### src/aeiu_pkg.sv
package aeiu_pkg;

	// ----------------------------------------------------------------
	// register map (byte offsets on the bus)
	// ----------------------------------------------------------------
	localparam int unsigned DEC_W = 8;
	localparam logic [7:0] OFS_CTRL = 8'h00;
	localparam logic [7:0] OFS_CFG = 8'h04;
	localparam logic [7:0] OFS_STS = 8'h08;
	localparam logic [7:0] OFS_MASK = 8'h0C;

	// ----------------------------------------------------------------
	// field layouts and reset values
	// ----------------------------------------------------------------
	localparam int unsigned POS_LSB = 0;
	localparam int unsigned POS_MSB = 5;
	localparam int unsigned SIZE_LSB = 7;
	localparam int unsigned SIZE_MSB = 12;
	localparam int unsigned OVF_FLAG_BIT = 23;
	localparam logic [31:0] CTRL_WMASK = 32'h00801FBF;
	localparam logic [31:0] CTRL_RST = 32'h00000000;
	localparam int unsigned CFG_EN_BIT = 0;
	localparam logic [31:0] CFG_RST = 32'h00000001;
	localparam int unsigned STS_W = 2;
	localparam int unsigned STS_OVF_BIT = 0;
	localparam int unsigned STS_LDEXC_BIT = 1;
	localparam logic [1:0] STS_RST = 2'h0;
	localparam int unsigned HTRANS_ACT_BIT = 1;
	localparam logic HRESP_OKAY = 1'b0;

	// ----------------------------------------------------------------
	// datapath constants
	// ----------------------------------------------------------------
	localparam int unsigned ACC_N = 4;
	localparam int unsigned SHAMT_W = 5;
	localparam int unsigned WORD_SIGN = 31;
	localparam int unsigned HALF_SIGN = 15;
	localparam int unsigned BYTE_W = 8;
	localparam logic [31:0] WORD_MAX = 32'h7FFFFFFF;
	localparam logic [31:0] WORD_MIN = 32'h80000000;
	localparam logic [31:0] HALF_MAX = 32'h00007FFF;
	localparam logic [31:0] HALF_MIN = 32'hFFFF8000;

	typedef enum logic [2:0] {
		opc_word_extract_var_shift,
		opc_word_extract_var_round,
		opc_word_extract_var_round_sat,
		opc_half_extract_var_sat,
		opc_half_extract_imm_sat,
		opc_insert_field_var,
		opc_load_byte_indexed
	} aeiu_opc_e;

	typedef enum logic [2:0] {
		exc_none,
		exc_reserved,
		exc_disabled,
		exc_tlb_refill,
		exc_tlb_invalid,
		exc_addr_error,
		exc_watch
	} aeiu_exc_e;

	typedef struct packed {
		aeiu_opc_e opc;
		logic [1:0] sum_register_select;
		logic [31:0] field_source_reg;
		logic [31:0] dest_reg;
		logic [31:0] base_reg;
	} aeiu_op_s;

	typedef struct packed {
		logic [31:0] data;
		aeiu_exc_e exc;
	} aeiu_res_s;

	typedef struct packed {
		logic [31:0] hi;
		logic [31:0] lo;
	} aeiu_acc_s;

endpackage : aeiu_pkg

### src/aeiu_unit.sv
`timescale 1ns/1ps
module aeiu_unit
	import aeiu_pkg::*;
(
	input logic sys_clk, // core clock, 10 MHz
	input logic reset, // synchronous, active high
	input logic hsel, // ahb slave select
	input logic [31:0] haddr, // ahb address
	input logic [1:0] htrans, // ahb transfer type
	input logic hwrite, // ahb write
	input logic [2:0] hsize, // ahb size, word only
	input logic [31:0] hwdata, // ahb write data
	input logic hready, // ahb bus ready
	output logic hreadyout, // ahb slave ready
	output logic [31:0] hrdata, // ahb read data
	output logic hresp, // ahb response, always okay
	output logic irq, // level interrupt
	input logic op_valid, // pipeline issues an operation
	output logic op_ready, // unit can take an operation
	input aeiu_op_s op_in, // decoded operation and operands
	output logic res_valid, // one-cycle result strobe
	output aeiu_res_s res_out, // result word and exception
	input logic acc_wr_en, // pipeline writes an accumulator
	input logic [1:0] acc_wr_sel, // accumulator written
	input aeiu_acc_s acc_wr_data, // value written
	output logic mem_req, // byte fetch request
	output logic [31:0] mem_addr, // byte fetch address
	input logic mem_ack, // fetch finished
	input logic [7:0] mem_rdata, // fetched byte
	input aeiu_exc_e mem_fault // fault from translation or watch
);

	// ----------------------------------------------------------------
	// state
	// ----------------------------------------------------------------
	wire aeiu_acc_s [ACC_N-1:0] acc_file;
	logic [31:0] ctrl_q, ctrl_d;
	logic [31:0] cfg_q;
	logic [STS_W-1:0] sts_q, sts_d, mask_q;
	logic wr_pend_q;
	logic [DEC_W-1:0] wr_addr_q;
	logic [31:0] hrdata_q;
	logic res_valid_q;
	aeiu_res_s res_q, res_d;
	logic ld_busy_q;
	logic [31:0] ld_addr_q;

	// ----------------------------------------------------------------
	// accumulator file
	// ----------------------------------------------------------------
	genvar gi;
	generate
		for (gi = 0; gi < ACC_N; gi++)
		begin : g_acc
			aeiu_acc_s ent_q;
			// only the pipeline write port changes an entry
			always_ff @(posedge sys_clk)
			begin
				if (reset)
					ent_q <= '0;
				else if (acc_wr_en && acc_wr_sel == gi[1:0])
					ent_q <= acc_wr_data;
			end
			assign acc_file[gi] = ent_q;
		end
	endgenerate

	// ----------------------------------------------------------------
	// operation decode
	// ----------------------------------------------------------------
	wire op_take = op_valid & op_ready;
	wire ext_en = cfg_q[CFG_EN_BIT];
	wire opc_legal = (op_in.opc inside {opc_word_extract_var_shift,
		opc_word_extract_var_round, opc_word_extract_var_round_sat,
		opc_half_extract_var_sat, opc_half_extract_imm_sat,
		opc_insert_field_var, opc_load_byte_indexed});
	wire is_word = op_in.opc inside {opc_word_extract_var_shift,
		opc_word_extract_var_round, opc_word_extract_var_round_sat};
	wire is_half = op_in.opc inside {opc_half_extract_var_sat,
		opc_half_extract_imm_sat};
	wire is_load = op_in.opc == opc_load_byte_indexed;
	wire do_ok = op_take & opc_legal & ext_en;
	wire ld_start = do_ok & is_load;

	// ----------------------------------------------------------------
	// extract datapath
	// ----------------------------------------------------------------
	wire aeiu_acc_s acc_rd = acc_file[op_in.sum_register_select];
	wire [63:0] acc_v = {acc_rd.hi, acc_rd.lo};
	wire [SHAMT_W-1:0] sa = op_in.field_source_reg[SHAMT_W-1:0];
	wire [SHAMT_W-1:0] sa_m1 = sa - 5'h01;
	wire [63:0] shifted = $signed(acc_v) >>> sa;
	// keep one extra bit so that the rounding carry cannot be lost
	wire [64:0] pre_rnd = $signed({acc_v[63], acc_v}) >>> sa_m1;
	wire [64:0] rnd_sum = pre_rnd + 65'h1;
	wire [63:0] te = (sa == '0) ? acc_v : rnd_sum[64:1];
	wire word_pos = ~acc_v[63] & ((shifted[63:WORD_SIGN] != '0) |
		(te[63:WORD_SIGN] != '0));
	wire word_neg = acc_v[63] & (shifted[63:WORD_SIGN] != '1);
	wire word_ovf = word_pos | word_neg;
	wire half_pos = ~shifted[63] & (shifted[62:HALF_SIGN] != '0);
	wire half_neg = shifted[63] & (shifted[62:HALF_SIGN] != '1);
	wire half_ovf = half_pos | half_neg;
	wire [31:0] half_val = half_pos ? HALF_MAX :
		half_neg ? HALF_MIN : shifted[31:0];
	wire [31:0] rsat_val = word_pos ? WORD_MAX :
		word_neg ? WORD_MIN : te[31:0];

	// ----------------------------------------------------------------
	// insert datapath
	// ----------------------------------------------------------------
	wire [5:0] ins_pos = ctrl_q[POS_MSB:POS_LSB];
	wire [5:0] ins_size = ctrl_q[SIZE_MSB:SIZE_LSB];
	wire [6:0] ins_lsb = {1'b0, ins_pos};
	wire [6:0] ins_msb = ins_lsb + {1'b0, ins_size} - 7'h01;
	// size zero wraps msb below lsb; target is then returned unchanged
	wire ins_bad = $signed(ins_msb) < $signed(ins_lsb);
	wire [63:0] ins_ones = (64'h1 << ins_size) - 64'h1;
	wire [63:0] ins_mask64 = ins_ones << ins_pos;
	wire [31:0] ins_mask = ins_mask64[31:0];
	wire [31:0] ins_src = op_in.field_source_reg << ins_pos;
	// pos/size outside the legal range leave the result meaningless
	wire [31:0] ins_val = ins_bad ? op_in.dest_reg :
		(op_in.dest_reg & ~ins_mask) | (ins_src & ins_mask);

	// ----------------------------------------------------------------
	// result select
	// ----------------------------------------------------------------
	always_comb
	begin
		res_d.data = '0;
		res_d.exc = exc_none;
		if (!opc_legal)
			res_d.exc = exc_reserved;
		else if (!ext_en)
			res_d.exc = exc_disabled;
		else
		begin
			unique case (op_in.opc)
				opc_word_extract_var_shift:
					res_d.data = shifted[31:0];
				opc_word_extract_var_round:
					res_d.data = te[31:0];
				opc_word_extract_var_round_sat:
					res_d.data = rsat_val;
				opc_half_extract_var_sat,
				opc_half_extract_imm_sat:
					res_d.data = half_val;
				opc_insert_field_var:
					res_d.data = ins_val;
				default:
					res_d.data = '0;
			endcase
		end
	end

	// ----------------------------------------------------------------
	// operation sequencing and byte load
	// ----------------------------------------------------------------
	// a load stalls issue until memory answers; extracts take one cycle
	wire ld_done = ld_busy_q & mem_ack;
	assign op_ready = ~ld_busy_q;
	assign mem_req = ld_busy_q;
	assign mem_addr = ld_addr_q;
	assign res_valid = res_valid_q;
	assign res_out = res_q;

	always_ff @(posedge sys_clk)
	begin
		if (reset)
			ld_busy_q <= 1'b0;
		else if (ld_start)
			ld_busy_q <= 1'b1;
		else if (ld_done)
			ld_busy_q <= 1'b0;
	end

	always_ff @(posedge sys_clk)
	begin
		if (reset)
			ld_addr_q <= '0;
		else if (ld_start)
			ld_addr_q <= op_in.dest_reg + op_in.base_reg;
	end

	always_ff @(posedge sys_clk)
	begin
		if (reset)
		begin
			res_valid_q <= 1'b0;
			res_q <= '0;
		end
		else if (ld_done)
		begin
			res_valid_q <= 1'b1;
			res_q.exc <= mem_fault;
			res_q.data <= (mem_fault == exc_none) ?
				{24'h000000, mem_rdata} : '0;
		end
		else
		begin
			res_valid_q <= op_take & ~(do_ok & is_load);
			res_q <= res_d;
		end
	end

	// ----------------------------------------------------------------
	// bus slave
	// ----------------------------------------------------------------
	wire ahb_take = hsel & hready & htrans[HTRANS_ACT_BIT];
	wire [DEC_W-1:0] a_ofs = haddr[DEC_W-1:0];
	wire sw_ctrl = wr_pend_q & (wr_addr_q == OFS_CTRL);
	wire sw_cfg = wr_pend_q & (wr_addr_q == OFS_CFG);
	wire sw_sts = wr_pend_q & (wr_addr_q == OFS_STS);
	wire sw_mask = wr_pend_q & (wr_addr_q == OFS_MASK);
	wire [31:0] rd_mux = (a_ofs == OFS_CTRL) ? ctrl_q :
		(a_ofs == OFS_CFG) ? cfg_q :
		(a_ofs == OFS_STS) ? {30'h0, sts_q} :
		(a_ofs == OFS_MASK) ? {30'h0, mask_q} : '0;

	// zero wait states: every transfer completes in its data phase
	assign hreadyout = 1'b1;
	assign hresp = HRESP_OKAY;
	assign hrdata = hrdata_q;

	always_ff @(posedge sys_clk)
	begin
		if (reset)
		begin
			wr_pend_q <= 1'b0;
			wr_addr_q <= '0;
			hrdata_q <= '0;
		end
		else
		begin
			wr_pend_q <= ahb_take & hwrite;
			wr_addr_q <= a_ofs;
			if (ahb_take & ~hwrite)
				hrdata_q <= rd_mux;
		end
	end

	// ----------------------------------------------------------------
	// control, status and interrupt
	// ----------------------------------------------------------------
	wire ovf_set = op_take & opc_legal & ext_en &
		((is_word & word_ovf) | (is_half & half_ovf));
	wire ldexc_set = ld_done & (mem_fault != exc_none);
	wire [STS_W-1:0] sts_evt = {ldexc_set, ovf_set};
	wire [STS_W-1:0] sts_w1c = sw_sts ? hwdata[STS_W-1:0] : '0;

	always_comb
	begin
		ctrl_d = ctrl_q;
		if (sw_ctrl)
			ctrl_d = (ctrl_q & ~CTRL_WMASK) | (hwdata & CTRL_WMASK);
		// a hardware overflow beats a software clear in the same cycle
		if (ovf_set)
			ctrl_d[OVF_FLAG_BIT] = 1'b1;
		sts_d = (sts_q & ~sts_w1c) | sts_evt;
	end

	always_ff @(posedge sys_clk)
	begin
		if (reset)
		begin
			ctrl_q <= CTRL_RST;
			cfg_q <= CFG_RST;
			sts_q <= STS_RST;
			mask_q <= STS_RST;
		end
		else
		begin
			ctrl_q <= ctrl_d;
			sts_q <= sts_d;
			if (sw_cfg)
				cfg_q <= hwdata & (32'h1 << CFG_EN_BIT);
			if (sw_mask)
				mask_q <= hwdata[STS_W-1:0];
		end
	end

	assign irq = |(sts_q & mask_q);

	// ----------------------------------------------------------------
	// checks
	// ----------------------------------------------------------------
	wire ext_take = do_ok & (is_word | is_half);

	a_zero_shift: assert property (
		@(posedge sys_clk) disable iff (reset)
		ext_take && op_in.opc == opc_word_extract_var_shift &&
		op_in.field_source_reg[SHAMT_W-1:0] == '0
		|=> res_valid && res_out.data == $past(acc_v[31:0]))
		else $error("zero shift does not pass accumulator low word");

	a_plain_word: assert property (
		@(posedge sys_clk) disable iff (reset)
		ext_take && op_in.opc == opc_word_extract_var_shift
		|=> res_out.data == $past(shifted[31:0]))
		else $error("plain word extract result wrong");

	a_acc_kept: assert property (
		@(posedge sys_clk) disable iff (reset)
		ext_take && !acc_wr_en |=> acc_file == $past(acc_file))
		else $error("extract changed an accumulator");

	a_round_clamp: assert property (
		@(posedge sys_clk) disable iff (reset)
		ext_take && op_in.opc == opc_word_extract_var_round_sat &&
		word_pos |=> res_out.data == WORD_MAX)
		else $error("positive word clamp missing");

	a_neg_clamp: assert property (
		@(posedge sys_clk) disable iff (reset)
		ext_take && op_in.opc == opc_word_extract_var_round_sat &&
		word_neg |=> res_out.data == WORD_MIN)
		else $error("negative word clamp missing");

	a_word_ovf: assert property (
		@(posedge sys_clk) disable iff (reset)
		ext_take && is_word && word_ovf |=> ctrl_q[OVF_FLAG_BIT] &&
		sts_q[STS_OVF_BIT])
		else $error("word overflow flag not set");

	a_half_sat: assert property (
		@(posedge sys_clk) disable iff (reset)
		ext_take && is_half && half_neg |=> res_out.data == HALF_MIN)
		else $error("negative halfword clamp missing");

	a_half_flag: assert property (
		@(posedge sys_clk) disable iff (reset)
		ext_take && is_half && half_ovf |=> ctrl_q[OVF_FLAG_BIT] &&
		sts_q[STS_OVF_BIT])
		else $error("halfword saturation flag not set");

	a_half_noflag: assert property (
		@(posedge sys_clk) disable iff (reset)
		ext_take && is_half && !half_ovf && !ctrl_q[OVF_FLAG_BIT] &&
		!sw_ctrl |=> !ctrl_q[OVF_FLAG_BIT])
		else $error("halfword flag set without saturation");

	a_no_ext_exc: assert property (
		@(posedge sys_clk) disable iff (reset)
		ext_take |=> res_valid && res_out.exc == exc_none)
		else $error("extract raised an exception");

	a_full_insert: assert property (
		@(posedge sys_clk) disable iff (reset)
		do_ok && op_in.opc == opc_insert_field_var && ins_pos == '0 &&
		ins_size == 6'h20 |=> res_out.data == $past(op_in.field_source_reg))
		else $error("full-width insert does not copy source");

	a_byte_zext: assert property (
		@(posedge sys_clk) disable iff (reset)
		ld_done && mem_fault == exc_none |=> res_valid &&
		res_out.data[31:BYTE_W] == '0 && op_ready)
		else $error("byte load not zero extended");

	a_load_addr: assert property (
		@(posedge sys_clk) disable iff (reset)
		ld_start |=> mem_req &&
		mem_addr == $past(op_in.dest_reg + op_in.base_reg))
		else $error("byte load address is not index plus base");

endmodule : aeiu_unit

### config.mk
export PLATFORM = sky130hd
export DESIGN_NAME = aeiu_unit
export DESIGN_NICKNAME = d
export VERILOG_FILES = /design/src/aeiu_pkg.sv /design/src/aeiu_unit.sv
export SDC_FILE = /design/constraint.sdc
export NUM_CORES = 2
export LEC_CHECK = 0
export BUFFER_PORTS_ARGS = -buffer_cell sky130_fd_sc_hd__buf_2
export CAP_MARGIN = 20
export CORE_ASPECT_RATIO = 2
export CORE_UTILIZATION = 23
export CTS_BUF_LIST = sky130_fd_sc_hd__clkbuf_4 sky130_fd_sc_hd__clkbuf_8 sky130_fd_sc_hd__clkbuf_16
export DETAILED_ROUTE_END_ITERATION = 7
export PLACE_DENSITY = 0.43
export SLEW_MARGIN = 20
export SYNTH_ARGS = -nofsm -noshare
export SYNTH_HDL_FRONTEND = slang
export SYNTH_SLANG_ARGS = --single-unit
### constraint.sdc
create_clock -name sys_clk -period 10.95 [get_ports sys_clk]
set_clock_uncertainty 0.05 [all_clocks]
set_input_delay 1.095 -clock sys_clk [delete_from_list [all_inputs] [get_ports sys_clk]]
set_output_delay 1.095 -clock sys_clk [all_outputs]
set_load 0.03 [all_outputs]
Word level (Yosys, flattened, before mapping)
Cells that the tools add are included.
{"block": "classes", "n_bitwise": 40, "addsub": 6, "n_shift": 5, "eq_ne": 17, "order_cmp": 2, "n_mux": 25, "n_reduce_logical": 21}
{"op": "$mux 32", "count": 8}
{"op": "$pmux 32 s5", "count": 1}
{"op": "$bmux 64 s2", "count": 1}
{"op": "$mux 64", "count": 2}
{"op": "$reduce_bool 33->1", "count": 2}
{"op": "$add 65x1->65 const B", "count": 1}
{"op": "$sshr 64x5->65", "count": 1}
{"op": "$and 32x32->32", "count": 2}
{"op": "$shl 1x6->64 const A", "count": 1}
{"op": "$shl 64x6->32", "count": 1}
{"op": "$sshr 64x5->64", "count": 1}
{"op": "$sub 64x1->64 const B", "count": 1}
{"op": "$ne 48x48->1 const B", "count": 1}
{"op": "$reduce_bool 48->1", "count": 1}
{"op": "$mux 35", "count": 1}
{"op": "$ne 33x33->1 const B", "count": 1}
{"op": "$add 32x32->32", "count": 1}
{"op": "$eq 8x4->1 const B", "count": 4}
{"op": "$not 32->32", "count": 1}
{"op": "$or 32x24->32", "count": 1}
{"op": "$or 32x32->32", "count": 1}
{"op": "$shl 32x6->32", "count": 1}
{"op": "$mux 24", "count": 1}
{"op": "$and 1x1->1", "count": 22}
{"op": "other kinds (28)", "count": 58}
{"block": "totals", "register_bits": 403, "out_inout_bits": 105, "word_cells": 137, "input_bits": 255}

Logic depth before layout (Yosys ltp)
{"block": "logic_depth", "word_depth": 13, "mapped_depth": 34, "depth_no_buf": 21}

Worst setup path before layout
Ideal clock, no wire load.
{"block": "synth_path", "kind": "in2reg", "from": "input op_in[64] in the netlist's numbering", "to": "register res_q, in the netlist res_out[21]", "path_buffers": 14, "slack_ps": 2755, "t_required_ps": 10757, "t_arrival_ps": 8001, "path_stages": 32, "setup_ps": 143, "cell_sequence": "buf_2 -> clkinv_1 -> buf_4 -> buf_2 -> buf_1 -> buf_2 -> clkbuf_1 -> clkbuf_1 -> buf_1 -> ha_1 -> buf_4 -> buf_12 -> buf_12 -> buf_12 -> buf_12 -> mux2i_1 -> a22oi_4 -> nand2_2 -> o21a_1 -> o41a_1 -> o32ai_2 -> o21a_1 -> and4_4 -> nand3_4 -> or4b_1 -> mux2i_1 -> nand4_1 -> a2111oi_4 -> a41oi_2 -> a21boi_4 -> buf_6 -> a21oi_2"}
{"block": "synth_between", "elab_chain_cells": 12, "elab_cells_between_ends": 29, "classes_between": "add/sub: 2; eq/ne: 2; shift: 3; mux: 10; bitwise: 8; reduce/logical: 4"}
{"element": "start, declared", "line_no": "aeiu_unit.sv:20", "rtl": "input aeiu_op_s op_in,"}
{"element": "$sub 5x1->5", "line_no": "aeiu_unit.sv:91", "rtl": "wire [SHAMT_W-1:0] sa_m1 = sa - 5'h01;"}
{"element": "$sshr 64x5->65", "line_no": "aeiu_unit.sv:94", "rtl": "wire [64:0] pre_rnd = $signed({acc_v[63], acc_v}) >>> sa_m1;"}
{"element": "$add 65x1->65", "line_no": "aeiu_unit.sv:95", "rtl": "wire [64:0] rnd_sum = pre_rnd + 65'h1;"}
{"element": "$mux 64", "line_no": "aeiu_unit.sv:96", "rtl": "wire [63:0] te = (sa == '0) ? acc_v : rnd_sum[64:1];"}
{"element": "$reduce_bool 33->1", "line_no": "aeiu_unit.sv:98", "rtl": "(te[63:WORD_SIGN] != '0));"}
{"element": "$or 1x1->1", "line_no": "aeiu_unit.sv:97", "rtl": "wire word_pos = ~acc_v[63] & ((shifted[63:WORD_SIGN] != '0) |"}
{"element": "$and 1x1->1", "line_no": "aeiu_unit.sv:97"}
{"element": "$mux 32", "line_no": "aeiu_unit.sv:106", "rtl": "wire [31:0] rsat_val = word_pos ? WORD_MAX :"}
{"element": "$pmux 32 s5 *", "line_no": "aeiu_unit.sv:139", "rtl": "unique case (op_in.opc)"}
{"element": "$mux 32 *", "line_no": "aeiu_unit.sv:135", "rtl": "else if (!ext_en)"}
{"element": "$mux 32 *", "line_no": "aeiu_unit.sv:133", "rtl": "if (!opc_legal)"}
{"element": "$mux 35 *", "line_no": "aeiu_unit.sv:193", "rtl": "else if (ld_done)"}
{"element": "end signal, assigned", "line_no": "aeiu_unit.sv:203", "rtl": "res_q <= res_d;"}
{"element": "end, declared", "line_no": "aeiu_unit.sv:44", "rtl": "aeiu_res_s res_q, res_d;"}
Mark *: on every way between the ends. The rest lies on a longest branch, timed or not.
A chain may end at the register's enable or synchronous reset.

Worst setup path in the final report
{"block": "layout_path", "from": "input op_in[64] in the netlist's numbering", "to": "register res_q, in the netlist res_out[31]"}
The elaborated chain is that of the path after synthesis.

==> key figures <==
Run status
  • Status: finished clean

Synth
  • Top post-synthesis cells by area: dfxtp_1 (22%), mux4_2 (13%), nand2_1 (11%), mux2i_1 (9.0%), a21oi_1 (7.0%)
  • Post-synth top flop: dfxtp_1
  • FF+latch count, synth: 366
  • Synth Cell Area: 33900 um2
  • Syn Nets: 4624
  • Yosys cell types: between 100 and 150
  • Area leader, netlist: dfxtp_1
  • Yosys top cell area share: 21.6%
  • Synth Area per Inst: just under 8 um2
  • Asr flop ratio synth: 0%
  • Seq/Total Area, Yosys: 21.6%
  • Cells after synthesis: 4317
  • Number of flops mapped to enable cells by yosys: 0
  • Ys Warns: 0
  • Most common cell in the netlist: nand2_1
  • Post-synth top cells: nand2_1 (963), a21oi_1 (471), dfxtp_1 (366), mux2i_1 (303), nor2_1 (299)

Power
  • Leak: between 10 and 15 nW
  • Sw power: 1.55 mW
  • Comb pwr share: 29.8%
  • Sw Ratio: between 30% and 40%
  • Sequential share of power: 33.8%
  • Int Pwr: between 2 and 3 mW
  • Clk pwr share: 36.4%
  • VDD IR-drop max: between 0.00009 and 0.0001 V
  • PD cells: 110 nW/um2

CTS
  • Hold buffers post-CTS: 0
  • Post_cts resized: 0
  • CTS buffer count: slightly above 40
  • Sinks on Clock Net: around 370
  • Setup Fix Bufs, Post-CTS: 0
  • Clk slew on worst S/H paths: approximately 0.070 ns
  • CTS tree: built
  • H-tree Lvls: 2
  • Clock root buffer: clkbuf_16
  • Clock Tree Buf Depth: 3
  • Clock Latency Late Sink: between 0.6 and 0.7 ns

Floorplan
  • Core box area: 146000 um2
  • I/O Pins: 360
  • Die width: ~270 um
  • Rows: about 200
  • Initial Util: a little under a quarter
  • Die area: 149000 um2
  • Die height: 545 um

Worst setup path
  • Critical path class: input port to flop
  • Crit start category: input port
  • Worst Path Max Fanout: 31
  • CP Capture Type: flop
  • Critical Path AT: roughly 8.7 ns
  • Worst EP required: 11.34 ns

Timing
  • Final setup vio count: 0
  • Final Cycle Share: 75.6%
  • F_max: 121 MHz
  • Fin. Hold Viols: 0
  • Slew headroom: 13.6%
  • Worst slew pin tran: 1.26 ns
  • Final Max Slew Viols: 0
  • PnR worst setup slack: 2.67 ns
  • Clock period minus worst slack: 8.28 ns
  • Fin Setup TNS: 0 ns
  • RSZ-0062 raised after global routing: no

Place
  • Placement Setup Slack: 2.13 ns
  • RePlAce Congestion: 0.982
  • Placed cell count: ~6200
  • Port buffer count: 310
  • HPWL after DPL: 138 mm

Finish
  • Reg area: 7330 um2
  • Synthesis-to-finish area growth: 12.9%
  • Nets: between 4000 and 5000
  • Non-Filler Instances: 6325
  • Fill cells: 16100
  • Share of layout cells above drive strength 1: 20.3%
  • Multi-input gate area: between 20000 and 25000 um2

Drt
  • Post-route ant nets: 0
  • Pre-antenna DRT Iters: 6
  • Routed vias: between 30000 and 40000
  • Total Wirelength: 176 mm
  • Vias/cell: 5.50
  • DRC Markers: 0
  • Drt wl/cell: 27.8 um
  • DR iter-0 viols: approximately 2700

Global routing
  • First-pass GRT wire length: 248 mm
  • Largest net degree at the start of global routing: 175
  • GRT overflow: 0
  • Initial antenna violation count: 20
  • Number of global-route vias before repair: approximately 34000
  • Tot GR Track Use: between 20% and 30%

Run
  • Max-cap violations: 0

Min path
  • Hold Crit Class: flop to flop
## worst paths after layout
path                        startpoint                         to  slack [ns]  depth (start not counted)
min          mem_addr[11]$_SDFFE_PP0P_  mem_addr[11]$_SDFFE_PP0P_        0.40                          2
min reg2reg  mem_addr[11]$_SDFFE_PP0P_  mem_addr[11]$_SDFFE_PP0P_        0.40                          2
max                          op_in[64]     res_out[31]$_SDFF_PP0_        2.67                         20
max reg2reg  acc_file[37]$_SDFFE_PP0P_     res_out[31]$_SDFF_PP0_        4.32                         16
## layout by cell type (no fill, tap or decap), types with 34 or more instances in the layout
master / netlist / final
ha_1: 50 / 49
nor2_1: 299 / 291
inv_1: 48 / 47
nand2_1: 963 / 963
buf_2: 32 / 306
mux2_2: 127 / 127
nand3_1: 92 / 91
dfxtp_1: 366 / 363
buf_4: 36 / 85
mux4_2: 195 / 195
a31oi_1: 37 / 37
a21oi_1: 471 / 471
clkbuf_16: 0 / 41
mux2i_1: 303 / 303
xnor2_1: 50 / 46
a22oi_1: 65 / 65
nor3_1: 56 / 53
a211oi_1: 34 / 34
o21ai_0: 188 / 188
## cells by family (layout without fill, tap and decap cells)
family          Yosys count  in the layout  share of synthesized area (%)
simple gates           1649           1649                           21.0
compound gates         1116           1116                           20.8
mux                     630            630                           26.3
buf+inv                 425            528                           6.19
flops                   366            366                           21.6
xor+xnor                 77             77                           2.03
fa+ha+maj                52             52                           1.96
other cells               2              7                         0.0222
## final cells by class
| cell class | instances | area share [%] |
|---|---|---|
| Sequential cell | 366 | 19.2 |
| Clock buffer | 59 | 3.20 |
| Antenna cell | 5 | 0.0327 |
| Multi-Input combinational cell | 3526 | 64.3 |
| Tap cell | 1900 | 6.22 |
| Clock inverter | 13 | 0.550 |
| Timing Repair Buffer | 397 | 5.90 |
| Inverter | 59 | 0.586 |
## metrics by stage
stage / util, % / power, mW / hold WS [ns] / area [um2]
6_report: 26.2 / 4.20 / 0.397 / 38200
5_1_grt: 26.2 / 4.34 / 0.420 / 38200
4_1_cts: 26.2 / 4.22 / 0.399 / 38200
3_5_place_dp: 25.2 / 2.68 / 0.391 / 36800
3_3_place_gp: 25.2 / 2.67 / 0.386 / 36800
2_1_floorplan: - / 2.22 / 0.383 / 33900
## power by group through the flow
stage | sequential [mW] | combinational (mW) | clock (mW)
after detailed placement | 1.45 | 1.23 | 0
after global routing | 1.42 | 1.31 | 1.61
final | 1.42 | 1.25 | 1.53
after floorplan | 1.46 | 0.763 | 0
after CTS | 1.42 | 1.23 | 1.57
after global placement | 1.45 | 1.23 | 0
## sequential cells by signal, indices dropped and copies added (netlist names), 2 cells and up
name       flops
hrdata        14
mem_addr      32
sts_q          2
ctrl_q        13
mask_q         2
acc_file     256
wr_addr_q      8
res_out       35
## routing by layer
layer	up-vias	GRT usage, %	wire length [um]
met5	-	0	134
met4	22	19.6	17300
met3	548	3.04	8350
met2	1371	42.5	91300
met1	16900	21.9	58700
li1	15900	-	-
## critical path, cell delays in order
cell	delay (ns)
buf_4	0.33
inv_4	0.25
ha_4	0.61
buf_4	0.51
mux2i_1	0.14
o22ai_1	0.47
nor3_1	0.17
a2111oi_1	0.96
a2111oi_1	0.26
o21bai_1	0.26
or2_1	0.29
nor4_2	0.96
nand4_1	0.18
nor2_1	0.16
xnor2_1	0.15
a21oi_1	0.14
a2111oi_4	0.46
a41oi_2	0.34
a21boi_4	0.63
a31oi_1	0.17
Power figures use the tool's default switching activity.
